### src/shared/ipa_pkg.sv
// constants and types shared by the port access unit
// assumes a 32-bit data bus with four byte lanes and one dword address per bus cycle
`default_nettype none
package ipa_pkg;
  localparam int          IPA_PORT_ADDR_W = 16;
  localparam logic [31:0] IPA_PORT_MASK   = 32'h0000FFFF;
  localparam logic [31:0] IPA_DWORD_MASK  = 32'hFFFFFFFC;
  localparam logic [31:0] IPA_MEM_STEP    = 32'h00000004;
  localparam logic [15:0] IPA_PORT_STEP   = 16'h0004;
  localparam logic        IPA_MEM_LEVEL   = 1'b1;
  localparam logic        IPA_PORT_LEVEL  = 1'b0;
  localparam logic [7:0]  IPA_BE_BYTE     = 8'h01;
  localparam logic [7:0]  IPA_BE_WORD     = 8'h03;
  localparam logic [7:0]  IPA_BE_DWORD    = 8'h0F;
  localparam logic [31:0] IPA_DATA_BYTE   = 32'h000000FF;
  localparam logic [31:0] IPA_DATA_WORD   = 32'h0000FFFF;
  localparam logic [31:0] IPA_DATA_DWORD  = 32'hFFFFFFFF;
  localparam logic [1:0]  IPA_CYC_ONE     = 2'h1;
  localparam logic [1:0]  IPA_CYC_TWO     = 2'h2;

  typedef enum logic [1:0] {IPA_SZ_BYTE, IPA_SZ_WORD, IPA_SZ_DWORD} ipa_size_t;
  typedef enum logic [1:0] {IPA_IDLE, IPA_LOW, IPA_HIGH} ipa_state_t;
endpackage
`default_nettype wire

### src/core/ipa_byte_lanes.sv
// byte enables of one transfer over two adjacent dwords
// assumes size codes from ipa_pkg; offset is the byte address modulo four
`default_nettype none
module ipa_byte_lanes
  import ipa_pkg::*;
(
  input  wire logic [1:0] offset,
  input  wire ipa_size_t  size,
  output logic      [7:0] lanes,
  output logic            crosses
);
  logic [7:0] base;

  always_comb begin
    unique case (size)
      IPA_SZ_BYTE: base = IPA_BE_BYTE;
      IPA_SZ_WORD: base = IPA_BE_WORD;
      default:     base = IPA_BE_DWORD;
    endcase
    lanes   = base << offset;
    crosses = |lanes[7:4];
  end
endmodule
`default_nettype wire

### src/core/io_port_access_unit.sv
// port and memory access sequencer between the core and the system bus
// assumes the core holds each request until reqReady, and waits for rspValid
// before its next instruction; the bus holds busAck high for one cycle per cycle
//
// Contract
// - separate 64K byte port space
// - byte, word, dword transfers from consecutive ports
// - aligned word or dword: one bus cycle
// - unaligned transfers use an extra bus cycle; here only those that cross a dword boundary do, others take one cycle
// - port write completes before next instruction
// - indicator high memory, low port
// - port-cycle parity errors reported, never masked
// - data in low byte, word or dword
`default_nettype none
module io_port_access_unit
  import ipa_pkg::*;
(
  input  wire logic        clk,
  input  wire logic        rst_b,
  input  wire logic        reqValid,
  output logic             reqReady,
  input  wire logic        reqWrite,
  input  wire logic        reqMem,
  input  wire ipa_size_t   reqSize,
  input  wire logic [31:0] reqAddr,
  input  wire logic [31:0] reqData,
  output logic             rspValid,
  output logic      [31:0] rspData,
  output logic             rspParErr,
  output logic             busCyc,
  output logic             busWr,
  output logic             busMemIo,
  output logic      [31:0] busAddr,
  output logic       [3:0] busBe,
  output logic      [31:0] busWdata,
  input  wire logic [31:0] busRdata,
  input  wire logic        busAck,
  input  wire logic        busParErr
);
  typedef struct packed {
    ipa_state_t  st;
    logic [31:0] addr;
    logic [63:0] data;
    logic [7:0]  be;
    logic [1:0]  off;
    ipa_size_t   size;
    logic        mem;
    logic        wr;
    logic        algn;
    logic [1:0]  cyc;
    logic        parErr;
    logic        busCyc;
    logic [31:0] busAddr;
    logic [3:0]  busBe;
    logic [31:0] busWdata;
    logic        rspValid;
    logic [31:0] rspData;
    logic        rspParErr;
  } ipa_vec_t;

  ipa_vec_t    q_r;
  ipa_vec_t    q_nxt;
  logic [1:0]  rstPipe_r;
  logic        rstN;
  logic [7:0]  reqLanes;
  logic        reqCross;
  logic [31:0] reqBase;
  logic [31:0] sizeMask;
  logic [63:0] gathered;
  logic [63:0] shifted;
  logic        take;
  logic        ackNow;

  always_ff @(posedge clk or negedge rst_b) begin
    if (!rst_b) begin
      rstPipe_r <= 2'h0;
    end else begin
      rstPipe_r <= {rstPipe_r[0], 1'b1};
    end
  end
  assign rstN = rstPipe_r[1];

  ipa_byte_lanes u_lanes (
    .offset  (reqAddr[1:0]),
    .size    (reqSize),
    .lanes   (reqLanes),
    .crosses (reqCross)
  );

  // port numbers live in 16 bits; upper address bits are never driven for port cycles
  assign reqBase  = (reqMem ? reqAddr : (reqAddr & IPA_PORT_MASK)) & IPA_DWORD_MASK;
  assign reqReady = (q_r.st == IPA_IDLE);
  assign take     = reqValid && reqReady;
  assign ackNow   = q_r.busCyc && busAck;

  always_comb begin
    q_nxt    = q_r;
    sizeMask = IPA_DATA_DWORD;
    gathered = q_r.data;
    shifted  = 64'h0;
    q_nxt.rspValid = 1'b0;
    unique case (q_r.size)
      IPA_SZ_BYTE: sizeMask = IPA_DATA_BYTE;
      IPA_SZ_WORD: sizeMask = IPA_DATA_WORD;
      default:     sizeMask = IPA_DATA_DWORD;
    endcase
    unique case (q_r.st)
      IPA_IDLE: begin
        if (take) begin
          q_nxt.st     = IPA_LOW;
          q_nxt.addr   = reqBase;
          q_nxt.be     = reqLanes;
          q_nxt.off    = reqAddr[1:0];
          q_nxt.size   = reqSize;
          q_nxt.mem    = reqMem;
          q_nxt.wr     = reqWrite;
          q_nxt.algn   = ~reqCross;
          q_nxt.cyc    = 2'h0;
          q_nxt.parErr = 1'b0;
          // only the low byte, word or dword of the source moves
          q_nxt.data   = {32'h0, reqData} << {reqAddr[1:0], 3'h0};
          q_nxt.busCyc   = 1'b1;
          q_nxt.busAddr  = reqBase;
          q_nxt.busBe    = reqLanes[3:0];
          q_nxt.busWdata = q_nxt.data[31:0];
        end
      end
      IPA_LOW, IPA_HIGH: begin
        if (ackNow) begin
          q_nxt.cyc    = q_r.cyc + 2'h1;
          // parity is collected on every cycle, port cycles included
          q_nxt.parErr = q_r.parErr | busParErr;
          if (q_r.st == IPA_LOW) begin
            gathered[31:0] = busRdata;
          end else begin
            gathered[63:32] = busRdata;
          end
          q_nxt.data = gathered;
          if (q_r.st == IPA_LOW && (|q_r.be[7:4])) begin
            // unaligned: the upper dword goes in a second cycle, low half always first
            q_nxt.st      = IPA_HIGH;
            q_nxt.busAddr = q_r.mem ? (q_r.addr + IPA_MEM_STEP)
                                    : {16'h0, q_r.addr[15:0] + IPA_PORT_STEP};
            q_nxt.busBe    = q_r.be[7:4];
            q_nxt.busWdata = q_r.data[63:32];
          end else begin
            // every transfer ends here, aligned after its single cycle, crossing after its second; writes answer only now
            q_nxt.st        = IPA_IDLE;
            q_nxt.busCyc    = 1'b0;
            q_nxt.busBe     = 4'h0;
            q_nxt.rspValid  = 1'b1;
            shifted         = gathered >> {q_r.off, 3'h0};
            q_nxt.rspData   = q_r.wr ? 32'h0 : (shifted[31:0] & sizeMask);
            q_nxt.rspParErr = q_r.parErr | busParErr;
          end
        end
      end
      default: begin
        q_nxt.st     = IPA_IDLE;
        q_nxt.busCyc = 1'b0;
      end
    endcase
  end

  always_ff @(posedge clk or negedge rstN) begin
    if (!rstN) begin
      q_r <= '0;
    end else begin
      q_r <= q_nxt;
    end
  end

  assign rspValid  = q_r.rspValid;
  assign rspData   = q_r.rspData;
  assign rspParErr = q_r.rspParErr;
  assign busCyc    = q_r.busCyc;
  assign busWr     = q_r.wr;
  assign busMemIo  = q_r.mem ? IPA_MEM_LEVEL : IPA_PORT_LEVEL;
  assign busAddr   = q_r.busAddr;
  assign busBe     = q_r.busBe;
  assign busWdata  = q_r.busWdata;

  chk_port_range: assert property (@(posedge clk) disable iff (!rstN)
    (busCyc && !busMemIo) |-> (busAddr[31:16] == 16'h0))
    else $error("port cycle address beyond 16 bits");

  chk_byte_count: assert property (@(posedge clk) disable iff (!rstN)
    (take && reqSize == IPA_SZ_BYTE) |=> ($countones(busBe) == 1))
    else $error("byte transfer without exactly one lane");

  chk_aligned_single: assert property (@(posedge clk) disable iff (!rstN)
    (rspValid && q_r.algn) |-> (q_r.cyc == IPA_CYC_ONE))
    else $error("aligned transfer used more than one bus cycle");

  chk_unaligned_two: assert property (@(posedge clk) disable iff (!rstN)
    (rspValid && !q_r.algn) |-> (q_r.cyc == IPA_CYC_TWO))
    else $error("crossing transfer did not use two bus cycles");

  chk_cycle_hold: assert property (@(posedge clk) disable iff (!rstN)
    (busCyc && !busAck) |=> (busCyc && $stable(busAddr) && $stable(busBe)))
    else $error("bus cycle changed before acknowledge");

  chk_write_done: assert property (@(posedge clk) disable iff (!rstN)
    (rspValid && busWr) |-> ($past(busAck) && !busCyc))
    else $error("write answered before its last bus cycle ended");

  chk_space_level: assert property (@(posedge clk) disable iff (!rstN)
    take |=> (busCyc && busMemIo == $past(reqMem)))
    else $error("memory or port indicator does not follow the request");

  chk_parity_report: assert property (@(posedge clk) disable iff (!rstN)
    (ackNow && busParErr && !busMemIo && q_nxt.rspValid) |=> (rspValid && rspParErr))
    else $error("port cycle parity error not reported");

  chk_byte_zero_ext: assert property (@(posedge clk) disable iff (!rstN)
    (rspValid && q_r.size == IPA_SZ_BYTE) |-> (rspData[31:8] == 24'h0))
    else $error("byte input not in low byte");

  cov_unaligned_port_read: cover property (@(posedge clk) disable iff (!rstN)
    rspValid && !busWr && !busMemIo && !q_r.algn);
  cov_aligned_dword_write: cover property (@(posedge clk) disable iff (!rstN)
    rspValid && busWr && q_r.size == IPA_SZ_DWORD && q_r.algn);
  cov_port_parity: cover property (@(posedge clk) disable iff (!rstN)
    rspValid && rspParErr && !busMemIo);
endmodule
`default_nettype wire

### config.mk
export PLATFORM = sky130hd
export DESIGN_NAME = io_port_access_unit
export DESIGN_NICKNAME = d
export VERILOG_FILES = /design/src/shared/ipa_pkg.sv /design/src/core/ipa_byte_lanes.sv /design/src/core/io_port_access_unit.sv
export SDC_FILE = /design/constraint.sdc
export NUM_CORES = 1
export LEC_CHECK = 0
export ABC_AREA = 1
export BUFFER_PORTS_ARGS = -buffer_cell sky130_fd_sc_hd__clkbuf_2
export CAP_MARGIN = 10
export CORE_AREA = 4 4 197 237
export CTS_CLUSTER_DIAMETER = 60
export DETAILED_ROUTE_END_ITERATION = 10
export DIE_AREA = 0 0 201 241
export HOLD_SLACK_MARGIN = 0.08
export SLEW_MARGIN = 40
export SYNTH_ARGS = -nofsm -noshare
export SYNTH_HDL_FRONTEND = slang
export SYNTH_SLANG_ARGS = --single-unit
### constraint.sdc
create_clock -name clk -period 7.6 [get_ports clk]
set_input_delay 0.38 -clock clk [delete_from_list [all_inputs] [get_ports clk]]
set_output_delay 0.38 -clock clk [all_outputs]
set_load 0.01 [all_outputs]
# == Yosys cells after proc, flatten, opt, wreduce, memory -nomap -nowiden ==
# Cells that the tools add are included.
# op_classes
muxes,28
eq_ne,8
bitwise_logic,4
addsub,3
reduce_logical,16
shifts,3
# op_table
operator,n
32-bit 2-to-1 mux,11
185-bit 2-to-1 mux,1
68-bit one-hot mux with 2 select lines,1
64-bit one-hot mux with 2 select lines,1
106-bit 2-to-1 mux,1
34-bit 2-to-1 mux,2
64-bit 2-to-1 mux,1
32-bit one-hot mux with 2 select lines,1
32-bit by 5-bit left shift with 64-bit output,1
64-bit by 5-bit >> shifter with 32-bit output,1
32-bit by 3-bit adder with 32-bit output (second input constant),1
32-bit bitwise AND,1
16-bit by 3-bit adder with 16-bit output (second input constant),1
3-bit AND reduction,3
4-bit one-hot mux with 2 select lines,1
4-bit OR reduction,2
4-bit by 2-bit left shift with 8-bit output,1
2-bit by 1-bit == test with 1-bit output (second input constant),3
2-bit zero test,3
2-bit != test (second input constant),3
3-bit one-hot mux with 2 select lines,1
2-bit 2-to-1 mux,2
4-bit 2-to-1 mux,1
2-bit one-hot mux with 2 select lines,1
12 further kinds,17
# totals
in_bits,105
ff_bits,219

# == Logic depth before layout (Yosys ltp) ==
# Gate-level depths: netlist of the first run.
# logic_depth
ltp_word,10
ltp_mapped,12
mapped_depth_nobuf,10

# == Cells and area by module ==
# A second synthesis of the first run with hierarchy kept.
# unflattened
cells_unflattened,1775
area_unflattened_um2,12655.9
# modules_own_cells
mod,cells_per_inst,n_inst,area_each_um2
io_port_access_unit,1752,1,12560.8
ipa_byte_lanes,23,1,95.1

# == Worst setup path before layout of the first run ==
# OpenSTA, ideal clock, no wires.
# synth_timing
path_kind,flip-flop to flip-flop
from,register q_r[217] (netlist name)
to,register q_r (netlist bit busWdata[24])
arrival_ps,1791
period_less_slack_ps,1918
slack_ps,5682
setup_time_ps,127
path_stages_with_launch,13
path_cell_list,dfrtp_1 -> inv_1 -> ha_1 -> buf_4 -> inv_2 -> nand2_1 -> nand2_1 -> nand2_1 -> a21oi_2 -> inv_2 -> buf_2 -> a21oi_1 -> a21oi_1
# synth_between
elab_chain_cells,4
elab_cells_between_ends,12
classes_between,eq/ne (5); mux (1); reduce/logical (6)
# synth_rtl
element,line_no,source
"start, declared",io_port_access_unit.sv:61,ipa_vec_t q_r;
"start signal, assigned",io_port_access_unit.sv:169,q_r <= q_nxt;
"2-bit by 1-bit == test with 1-bit output, or another cell as far along",n/a,
"2-bit OR reduction, or another cell as far along",n/a,
"2-bit != test (no source line), or another cell as far along",n/a,
4-bit AND reduction (no source line),n/a,
# Several ways; a longest one is shown, not always the timed one.
# A chain may end at the register's enable or synchronous reset.

# == Worst setup path in the final report of the first run ==
# layout_timing
from,register q_r[217] (netlist name)
to,register q_r (netlist bit busAddr[20])
# Same word-level chain as after synthesis.

==> results.md, run 1 <==
* Status: complete, no violations
* Detailed Routing Iterations Pass 1 at 5
* Final Critical Period at 4.45 ns
* Root Driver: clkbuf_16
* Gpl congestion at approximately 0.93
* Initial antenna violation count at 0
* Post-synth top flop: dfrtp_1
* Vias in the first global route at between 10,000 and 15,000
* Antenna-violating nets left at 0
* GR Util All Layers at 0.184
* Comb power frac at 0.050
* Post-synth EDFFs at 0
* WL/cell at 19.5 um
* Layout Skew at 0.0178 ns
* Final Net Count at about 1,900
* Hold Crit Class: primary input to flop
* Final Core Density at 0.322
* Peak VDD IR at 0.206 mV
* Final setup TNS at 0 ns
* Upper clock frequency limit at ~220 MHz
* Clk network pwr share at 0.523
* #FFs+latches synth at around 210
* Critical Path AT at just under 5 ns
* First-pass GRT wire length at between 70,000 and 80,000 um
* Core ar. at 44,600 um^2
* H-tree lvl count at 1
* Power per cell area at ~180 nW/um^2
* Sequential cell area at about 5200 um^2
* Clock transition at path regs at about 0.060 ns
* Mean post-synth cell area at 7.20 um^2
* Lkg Pwr at between 7 and 8 nW
* WS Path Type: flop to flop
* Slew Limit Fails at 0
* Vias at 12,100
* Async S/R FF share, synth at 1.00
* Starting Density at 0.276
* CP Capture Type: flop
* Ratio of cells with drive above 1 in the final layout at 0.163
* Num Clock Sinks at ~210
* Post-CTS resize count at 0
* Yosys Warn Count at 0
* CTS buffer count at 28
* Number of fill cells at between 4,000 and 5,000
* RSZ-0062 raised after global routing: false
* Final Cycle Share at 0.586
* IO Port Bufs at roughly 210
* Routed Wire Length at about 46,000 um
* Seq/Total Area, Yosys at 0.426
* Dpl hpwl at about 34,000 um
* Cell area after synthesis at 12,300 um^2
* Area of the multi-input gates at approximately 5400 um^2
* Die width at about 200 um
* Num rows at 85
* Switching share of power at 0.237
* Slew margin rel. at 0.446
* Initial DRC count at 1,148
* Internal power at 2.00 mW
* Max_cap viols at 0
* DRC Markers at 0
* Most frequent cells in the layout: nand2_1, dfrtp_1, clkbuf_2
* Die H at 241 um
* N_diodes at 0
* Area Overhead vs Synth at 16.7%
* Fin. Hold Viols at 0
* Switching pwr at slightly above 0.6 mW
* Tightest Pin Transition at around 0.82 ns
* Sequential share of power at 0.427
* CP Max Fanout at 64
* CTS Buffer Depth at 3
* Vias per inst at between 5 and 6
* Gr ovfl total at 0
* Die area at just under 50,000 um^2
* Worst-skew pair later-pin latency at about 0.57 ns
* Gate Count Post-Synth at between 1,500 and 2,000
* Largest net degree at the start of global routing at 77
* Worst endpoint required time at 8.09 ns
* # setup viols final at 0
* CTS tree: yes
* Worst setup SP type: flop
* Netlist cell types at 38
* Ports at ~210
* Commonest non-fill, non-tap cell in the layout: nand2_1
==> cells by family after synthesis <==
logic type	share of synthesized area
AO/OA/AOI/OAI	0.187
other	0.000612
flip-flops	0.426
adder cells (fa/ha/maj)	0.00408
XOR/XNOR	0.000714
buffers and inverters	0.135
AND/OR/NAND/NOR	0.246
multiplexers	0.000815
==> cells in the mapped netlist, drive strengths merged (17+ instances only) <==
master / instances / share of area
nor2: 143 / 0.047
buf: 149 / 0.080
inv: 133 / 0.041
a21oi: 145 / 0.059
dfrtp: 209 / 0.43
a2bb2oi: 17 / 0.012
nand3: 83 / 0.035
nor3: 23 / 0.0094
nand2: 486 / 0.15
a22oi: 38 / 0.023
clkbuf: 45 / 0.014
o22ai: 17 / 0.0087
o21ai: 181 / 0.074
==> area by class of cell <==
cell class,instances,share of cell area
multi-input combinational,1170,0.378
timing repair buffer,254,0.105
sequential,209,0.365
inverter,134,0.0355
tap,565,0.0493
clock buffer,38,0.0557
clock inverter,12,0.0110
==> power by group through the flow <==
stage	combinational [mW]	clock, mW	sequential [mW]
after floorplan	0.0369	0	1.15
after global placement	0.107	0	1.14
after detailed placement	0.116	0	1.14
after CTS	0.131	1.39	1.12
after global routing	0.145	1.44	1.12
final	0.131	1.37	1.12
==> repair_timing <==
action	4_1_cts	5_1_grt
hold buffers	32	0
setup endpoints to repair	0	0
endpoints found under the hold margin	34	0
buffers inserted	0	0
==> critical path: stages (launching register included) <==
cell     delay [ns]
dfrtp_1        0.40
inv_1          0.07
ha_2           0.60
buf_4          0.70
inv_2          0.23
nand2_1        0.12
nand2_1        0.07
nand2_2        0.54
buf_4          0.69
a21oi_4        0.07
inv_4          0.56
nor2_1         0.09
a21oi_1        0.18
==> final timing paths <==
check                      cells past startpoint  slack, ns    startpoint           end
min in group asynchronous                      2       0.16         rst_b  rstPipe_r[1]
max in group asynchronous                      3       5.83  rstPipe_r[1]   busWdata[9]
max reg2reg                                   12       3.15      q_r[217]   busAddr[20]
min reg2reg                                    0       0.23  rstPipe_r[1]      q_r[181]
max                                           12       3.15      q_r[217]   busAddr[20]
min                                            3        0.1   reqAddr[16]      q_r[201]
==> per-stage QoR <==
step | hold slack [ns] | worst slack (ns) | cell area (um^2) | total power [mW] | instances
CTS | 0.0816 | 3.22 | 14300 | 2.64 | 2382
finish | 0.0972 | 3.15 | 14300 | 2.61 | 2382
global placement | 0.167 | 3.05 | 13000 | 1.25 | 2297
floorplan | 0.0844 | 1.34 | 12300 | 1.19 | 1707
detailed placement | 0.172 | 3.25 | 13100 | 1.25 | 2300
global route | 0.121 | 2.83 | 14300 | 2.70 | 2382
==> state kept, by name (all words and copies together) (netlist names) <==
register and flops:
busAddr 30, busBe 4, busCyc 1, busWdata 32, busWr 1, q_r 105
rspData 32, rspParErr 1, rspValid 1, rstPipe_r 2
==> layer usage <==
layer  vias up  wire length, um  GRT usage
met2       555            22300      0.315
met4         0             1590     0.0607
met3        93             3560     0.0289
met1      5791            19000      0.239
li1       5684                -          -
met5         -                0          0
Power figures use the tool's default switching activity.
==> run 2: changes to the inputs <==
==> constraint.sdc (replaced) <==
create_clock -name clk -period 4.6 [get_ports clk]
set_input_delay 0.23 -clock clk [delete_from_list [all_inputs] [get_ports clk]]
set_output_delay 0.23 -clock clk [all_outputs]
set_load 0.01 [all_outputs]
==> run 2 against run 1 <==
Net effect:
- clock power up 52%
- sequential power increased by 65%
- power rose by 59%
- via count down 0.83%
- core utilization increased by 0.30 points
- die area did not move
- clock skew fell by 0.0049 ns
- critical path type unchanged
- largest power group unchanged
- highest routed layer unchanged
==> results.md, run 2 (synthesis gave the netlist of run 1 again) <==
* Status: complete, no violations
* CTS tree: yes
* Die width at around 200 um
* Max FFs per register at about 110
* Hold WS at between 0.1 and 0.15 ns
* Worst endpoint required time at around 5.1 ns
* Area Overhead vs Synth at 17.8%
* Largest stage delay, worst path at slightly below 0.7 ns
* # setup viols final at 0
* Worst setup SP type: flop
* Slew Limit Fails at 0
* Setup ws final at between 1 and 1.5 ns
* Clock transition at path regs at 0.06 ns
* Num rows at 85
* Upper clock frequency limit at between 300 and 400 MHz
* Layout Skew at between 0.01 and 0.015 ns
* Area of the multi-input gates at between 5000 and 6000 um^2
* DRC Markers at 0
* Placed Area at roughly 13,000 um^2
* IO Port Bufs at between 200 and 250
* H-tree lvl count at 1
* Ports at approximately 210
* Initial DRC count at 990
* Largest net degree at the start of global routing at 100
* Crit-path cells: inv_1, ha_2, buf_4, a21oi_4, inv_2, buf_4, a21oi_1, a21oi_1
* Commonest non-fill, non-tap cell in the layout: nand2_1
* Detailed Routing Iterations Pass 1 at 5
* RSZ-0062 raised after global routing: false
* Clk network pwr share at 0.501
* Final Critical Period at 3.27 ns
* Hold_buf cts at 55
* Root Driver: clkbuf_16
* Initial antenna violation count at 0
* Lkg Pwr at roughly 7.3 nW
* GR Util All Layers at 0.186
* Switching pwr at around 1 mW
* Antenna-violating nets left at 0
* Hold Crit Class: primary input to flop
* Comb power frac at 0.055
* Top delay family on crit path: buffers and inverters
* CTS Buffer Depth at 3
* Worst-skew pair later-pin latency at between 0.5 and 0.6 ns
* CP Capture Type: flop
* Top reg by flops: q_r
* Post-Layout Cell Count at roughly 2,400
* Post-Place Cells at 2,300
* CTS buffer count at 26
* Final Core Density at 0.325
* Number of fill cells at 4,817
* Vias per inst at ~5.0
* WS Path Type: flop to flop
* Power per cell area at around 290 nW/um^2
* Pre-CTS setup slack at roughly 1.4 ns
* Pwr Total at between 4 and 5 mW
* Vias at between 10,000 and 15,000
* Final setup TNS at 0 ns
* Slowest CP cell: buf_4
* Die area at ~48,000 um^2
* Sequential share of power at 0.444
* Fin. Hold Viols at 0
* Slew margin rel. at 0.441
* Sum of buffers and inverters on the critical path at 4
* Dpl hpwl at around 34,000 um
* Post-CTS resize count at 0
* Post CTS Setup Buffer Count at 0
* Core ar. at 44,600 um^2
* First-pass GRT wire length at 71,200 um
* Cell area after layout at around 14,000 um^2
* Final Net Count at roughly 1,900
* Tightest Pin Transition at ~0.83 ns
* Max_cap viols at 0
* Internal power at 3.15 mW
* Sequential cell area at between 5000 and 6000 um^2
* WL/cell at about 19 um
* Switching share of power at 0.243
* Starting Density at 0.276
* Most frequent cells in the layout: nand2_1, dfrtp_1, clkbuf_2
* Ratio of cells with drive above 1 in the final layout at 0.159
* Routed Wire Length at 46,400 um
* Final Cycle Share at 0.710
* CP Max Fanout at 58
* Num Clock Sinks at between 200 and 250
* Gr ovfl total at 0
* Die H at 241 um
* Peak VDD IR at between 0.2 and 0.25 mV
* Critical Path AT at 3.75 ns
* Gpl congestion at between 0.9 and 1
* Vias in the first global route at between 10,000 and 15,000
## run 2: cell count changes in the layout (fill, tap and decap cells not counted), moves of 2 or more
| cell | previous run | this run |
|---|---|---|
| buf_12 | 3 | 1 |
| clkbuf_16 | 28 | 26 |
| clkinvlp_4 | 0 | 3 |
| clkbuf_8 | 6 | 4 |
| inv_4 | 2 | 0 |
| dlygate4sd3_1 | 32 | 55 |
| inv_2 | 7 | 9 |
## run 2: area by class of cell
type	instances	area share
multi-input combinational	1170	0.375
sequential	209	0.362
timing repair buffer	277	0.120
clock buffer	35	0.0501
tap	565	0.0489
inverter	134	0.0348
clock inverter	13	0.00977
antenna	1	0.000173
## run 2: power groups by stage
| stage | logic, mW | registers (mW) | clock network, mW |
|---|---|---|---|
| finish | 0.230 | 1.85 | 2.08 |
| global route | 0.253 | 1.85 | 2.21 |
| CTS | 0.230 | 1.85 | 2.12 |
| detailed placement | 0.191 | 1.88 | 0 |
| global placement | 0.188 | 1.88 | 0 |
| floorplan | 0.0609 | 1.90 | 0 |
## run 2: path summary, 6_finish.rpt
| path | cells after the start | to | startpoint | slack [ns] |
|---|---|---|---|---|
| setup / recovery | 8 | busAddr[14] | q_r[217] | 1.33 |
| hold / removal | 3 | q_r[103] | busAck | 0.12 |
| setup reg to reg | 8 | busAddr[14] | q_r[217] | 1.33 |
| hold reg to reg | 0 | busWdata[29] | rstPipe_r[1] | 0.30 |
| max in group asynchronous | 2 | q_r[133] | rstPipe_r[1] | 2.96 |
| min in group asynchronous | 0 | busWdata[29] | rstPipe_r[1] | 0.30 |
## run 2: metal layers
layer / wire, um / track usage
met1: 19500 / 0.240
met2: 21700 / 0.312
met3: 3060 / 0.0314
met4: 2140 / 0.0789
met5: 0 / 0
## run 2: worst min-delay path, delay by kind of cell
| family | cells | cell delay, ns |
|---|---|---|
| and+or+nand+nor | 1 | 0.18 |
| AOI/OAI and AO/OA | 1 | 0.10 |
| buffers and inverters | 1 | 0.12 |
==> run 3: changes to the inputs <==
==> constraint.sdc (replaced) <==
create_clock -name clk -period 3.4 [get_ports clk]
set_input_delay 0.17 -clock clk [delete_from_list [all_inputs] [get_ports clk]]
set_output_delay 0.17 -clock clk [all_outputs]
set_load 0.01 [all_outputs]
==> run 3 against run 2 <==
Net effect:
- via count grew 1.3%
- largest cell class unchanged
- flip-flop and latch count is the same
- clock skew grew 0.00068 ns
- power grew 36%
==> results.md, run 3 (synthesis gave the netlist of run 1 again) <==
* Status: complete, no violations
* Setup ws final at around 0.34 ns
* Num Clock Sinks at roughly 210
* Largest net degree at the start of global routing at 75
* Hold WS at between 0.1 and 0.15 ns
* Die H at 241 um
* Comb power frac at 0.059
* Hold worst-path end: q_r[170]
* Switching pwr at roughly 1.3 mW
* R2R cell count at 9
* Slew Limit Fails at 0
* Area Overhead vs Synth at 20.1%
* Ports at approximately 210
* Max_cap viols at 0
* Clk network pwr share at 0.501
* WL/cell at about 20 um
* Worst setup SP type: flop
* Fin. Hold Viols at 0
* CP Capture Type: flop
* Power per cell area at between 300 and 400 nW/um^2
* IO Port Bufs at 208
* Sequential share of power at 0.440
* Most common cell on crit path: nand2_2
* Routed Wire Length at just under 50,000 um
* Post CTS Setup Buffer Count at 0
* Core ar. at 44,600 um^2
* Number of fill cells at ~4,800
* Vias per inst at 5.01
* Worst-skew pair later-pin latency at about 0.55 ns
* Hold Crit Class: primary input to flop
* Final Cycle Share at 0.901
* Final Net Count at 1,960
* GR Util All Layers at 0.193
* Clock transition at path regs at 0.06 ns
* Vias at around 12,000
* Pre-CTS setup slack at 0.678 ns
* Min-delay src: reqData[25]
* Peak VDD IR at around 0.30 mV
* Initial antenna violation count at 2
* CP Max Fanout at 18
* Top reg by flops: q_r
* Critical Path AT at about 3.5 ns
* Num rows at between 80 and 90
* Initial DRC count at ~880
* Reg-to-reg setup timing slack at ~0.34 ns
* R2R Path End: q_r[125]
* Switching share of power at 0.236
* Pwr Total at about 5.7 mW
* Tightest Pin Transition at about 0.84 ns
* Upper clock frequency limit at about 330 MHz
* Antenna-violating nets left at 0
* Final setup TNS at 0 ns
* Sum of buffers and inverters on the critical path at 2
* Slew margin rel. at 0.443
* Vias in the first global route at 11,900
* Top delay family on crit path: simple AND/OR/NAND/NOR gates
* Largest stage delay, worst path at 0.56 ns
* Ratio of cells with drive above 1 in the final layout at 0.166
* Root Driver: clkbuf_16
* Worst endpoint required time at 3.88 ns
* Max FFs per register at around 110
* # setup viols final at 0
* RSZ-0062 raised after global routing: false
* Lkg Pwr at between 7 and 8 nW
* CTS Buffer Depth at 3
* Dpl hpwl at 35,900 um
* Crit-path cells: inv_1, ha_2, nand2_2, nor2_4, nand2_2, nor2_2, nand2_1, a2bb2oi_1, dlygate4sd3_1
* CTS tree: yes
* First-pass GRT wire length at a little over 70,000 um
* Die width at around 200 um
* WS Path Type: flop to flop
* H-tree lvl count at 1
* Gpl congestion at between 0.9 and 1
* Detailed Routing Iterations Pass 1 at 6
* CTS buffer count at 26
* Final Critical Period at roughly 3 ns
* Internal power at 4.33 mW
* Post-CTS resize count at 0
* Gr ovfl total at 0
* Crit Reg-Reg Startpoint: q_r[217]
* Slowest CP cell: dlygate4sd3_1
* Starting Density at 0.276
* Commonest non-fill, non-tap cell in the layout: nand2_1
* Cell area after layout at approximately 15,000 um^2
* Layout Skew at 0.0136 ns
* Most frequent cells in the layout: nand2_1, dfrtp_1, clkbuf_2
* Die area at a little under 50,000 um^2
* Hold_buf cts at between 60 and 70
* Hold Path Stages at 5
* DRC Markers at 0
* Placed Area at 13,200 um^2
[run 3: power groups by stage]
| stage | Sequential (mW) | Clock (mW) | Combinational [mW] |
|---|---|---|---|
| final | 2.49 | 2.84 | 0.333 |
| after global routing | 2.49 | 3.00 | 0.364 |
| after CTS | 2.50 | 2.89 | 0.321 |
| after detailed placement | 2.55 | 0 | 0.259 |
| after global placement | 2.55 | 0 | 0.259 |
| after floorplan | 2.57 | 0 | 0.0824 |
[run 3: worst max-delay path by stage]
stage,start,end,slack (ns),cells after the start
floorplan,rstPipe_r[1],busAddr[10],1.27,0
finish,q_r[217],q_r[125],0.34,9
global route,q_r[218],q_r[125],0.11,9
detailed placement,q_r[218],rspData[25],0.68,9
CTS,q_r[217],q_r[125],0.36,9
global placement,q_r[218],rspData[25],0.68,9
[run 3: cell type report]
| type | instances | area (um^2) | share of cell area |
|---|---|---|---|
| diodes | 2 | 5.00 | 0.000339 |
| well taps | 565 | 707 | 0.0479 |
| multi-input cells | 1170 | 5420 | 0.367 |
| clock inverters | 8 | 106 | 0.00721 |
| clock buffers | 36 | 759 | 0.0515 |
| inverters | 134 | 503 | 0.0341 |
| flip-flops and latches | 209 | 5230 | 0.355 |
| repair buffers | 310 | 2020 | 0.137 |
[run 3: metal layers]
metal  GRT usage  share of wire
met5           0              0
met4      0.0862          0.048
met3      0.0276          0.062
met2       0.328           0.48
met1       0.245           0.41
[run 3: through the flow]
| step | cells | util |
|---|---|---|
| finish | 2434 | 0.331 |
| global route | 2433 | 0.331 |
| CTS | 2431 | 0.330 |
| detailed placement | 2323 | 0.297 |
| global placement | 2323 | 0.297 |
| floorplan | 1707 | - |
[run 3: worst reg2reg max path, delay by kind of cell, from the launching register on]
family	cells	cell delay, ns
AO/OA/AOI/OAI	1	0.21
adder cells (fa/ha/maj)	1	0.22
buffers and inverters	2	0.64
flip-flops	1	0.41
AND/OR/NAND/NOR	5	1.52
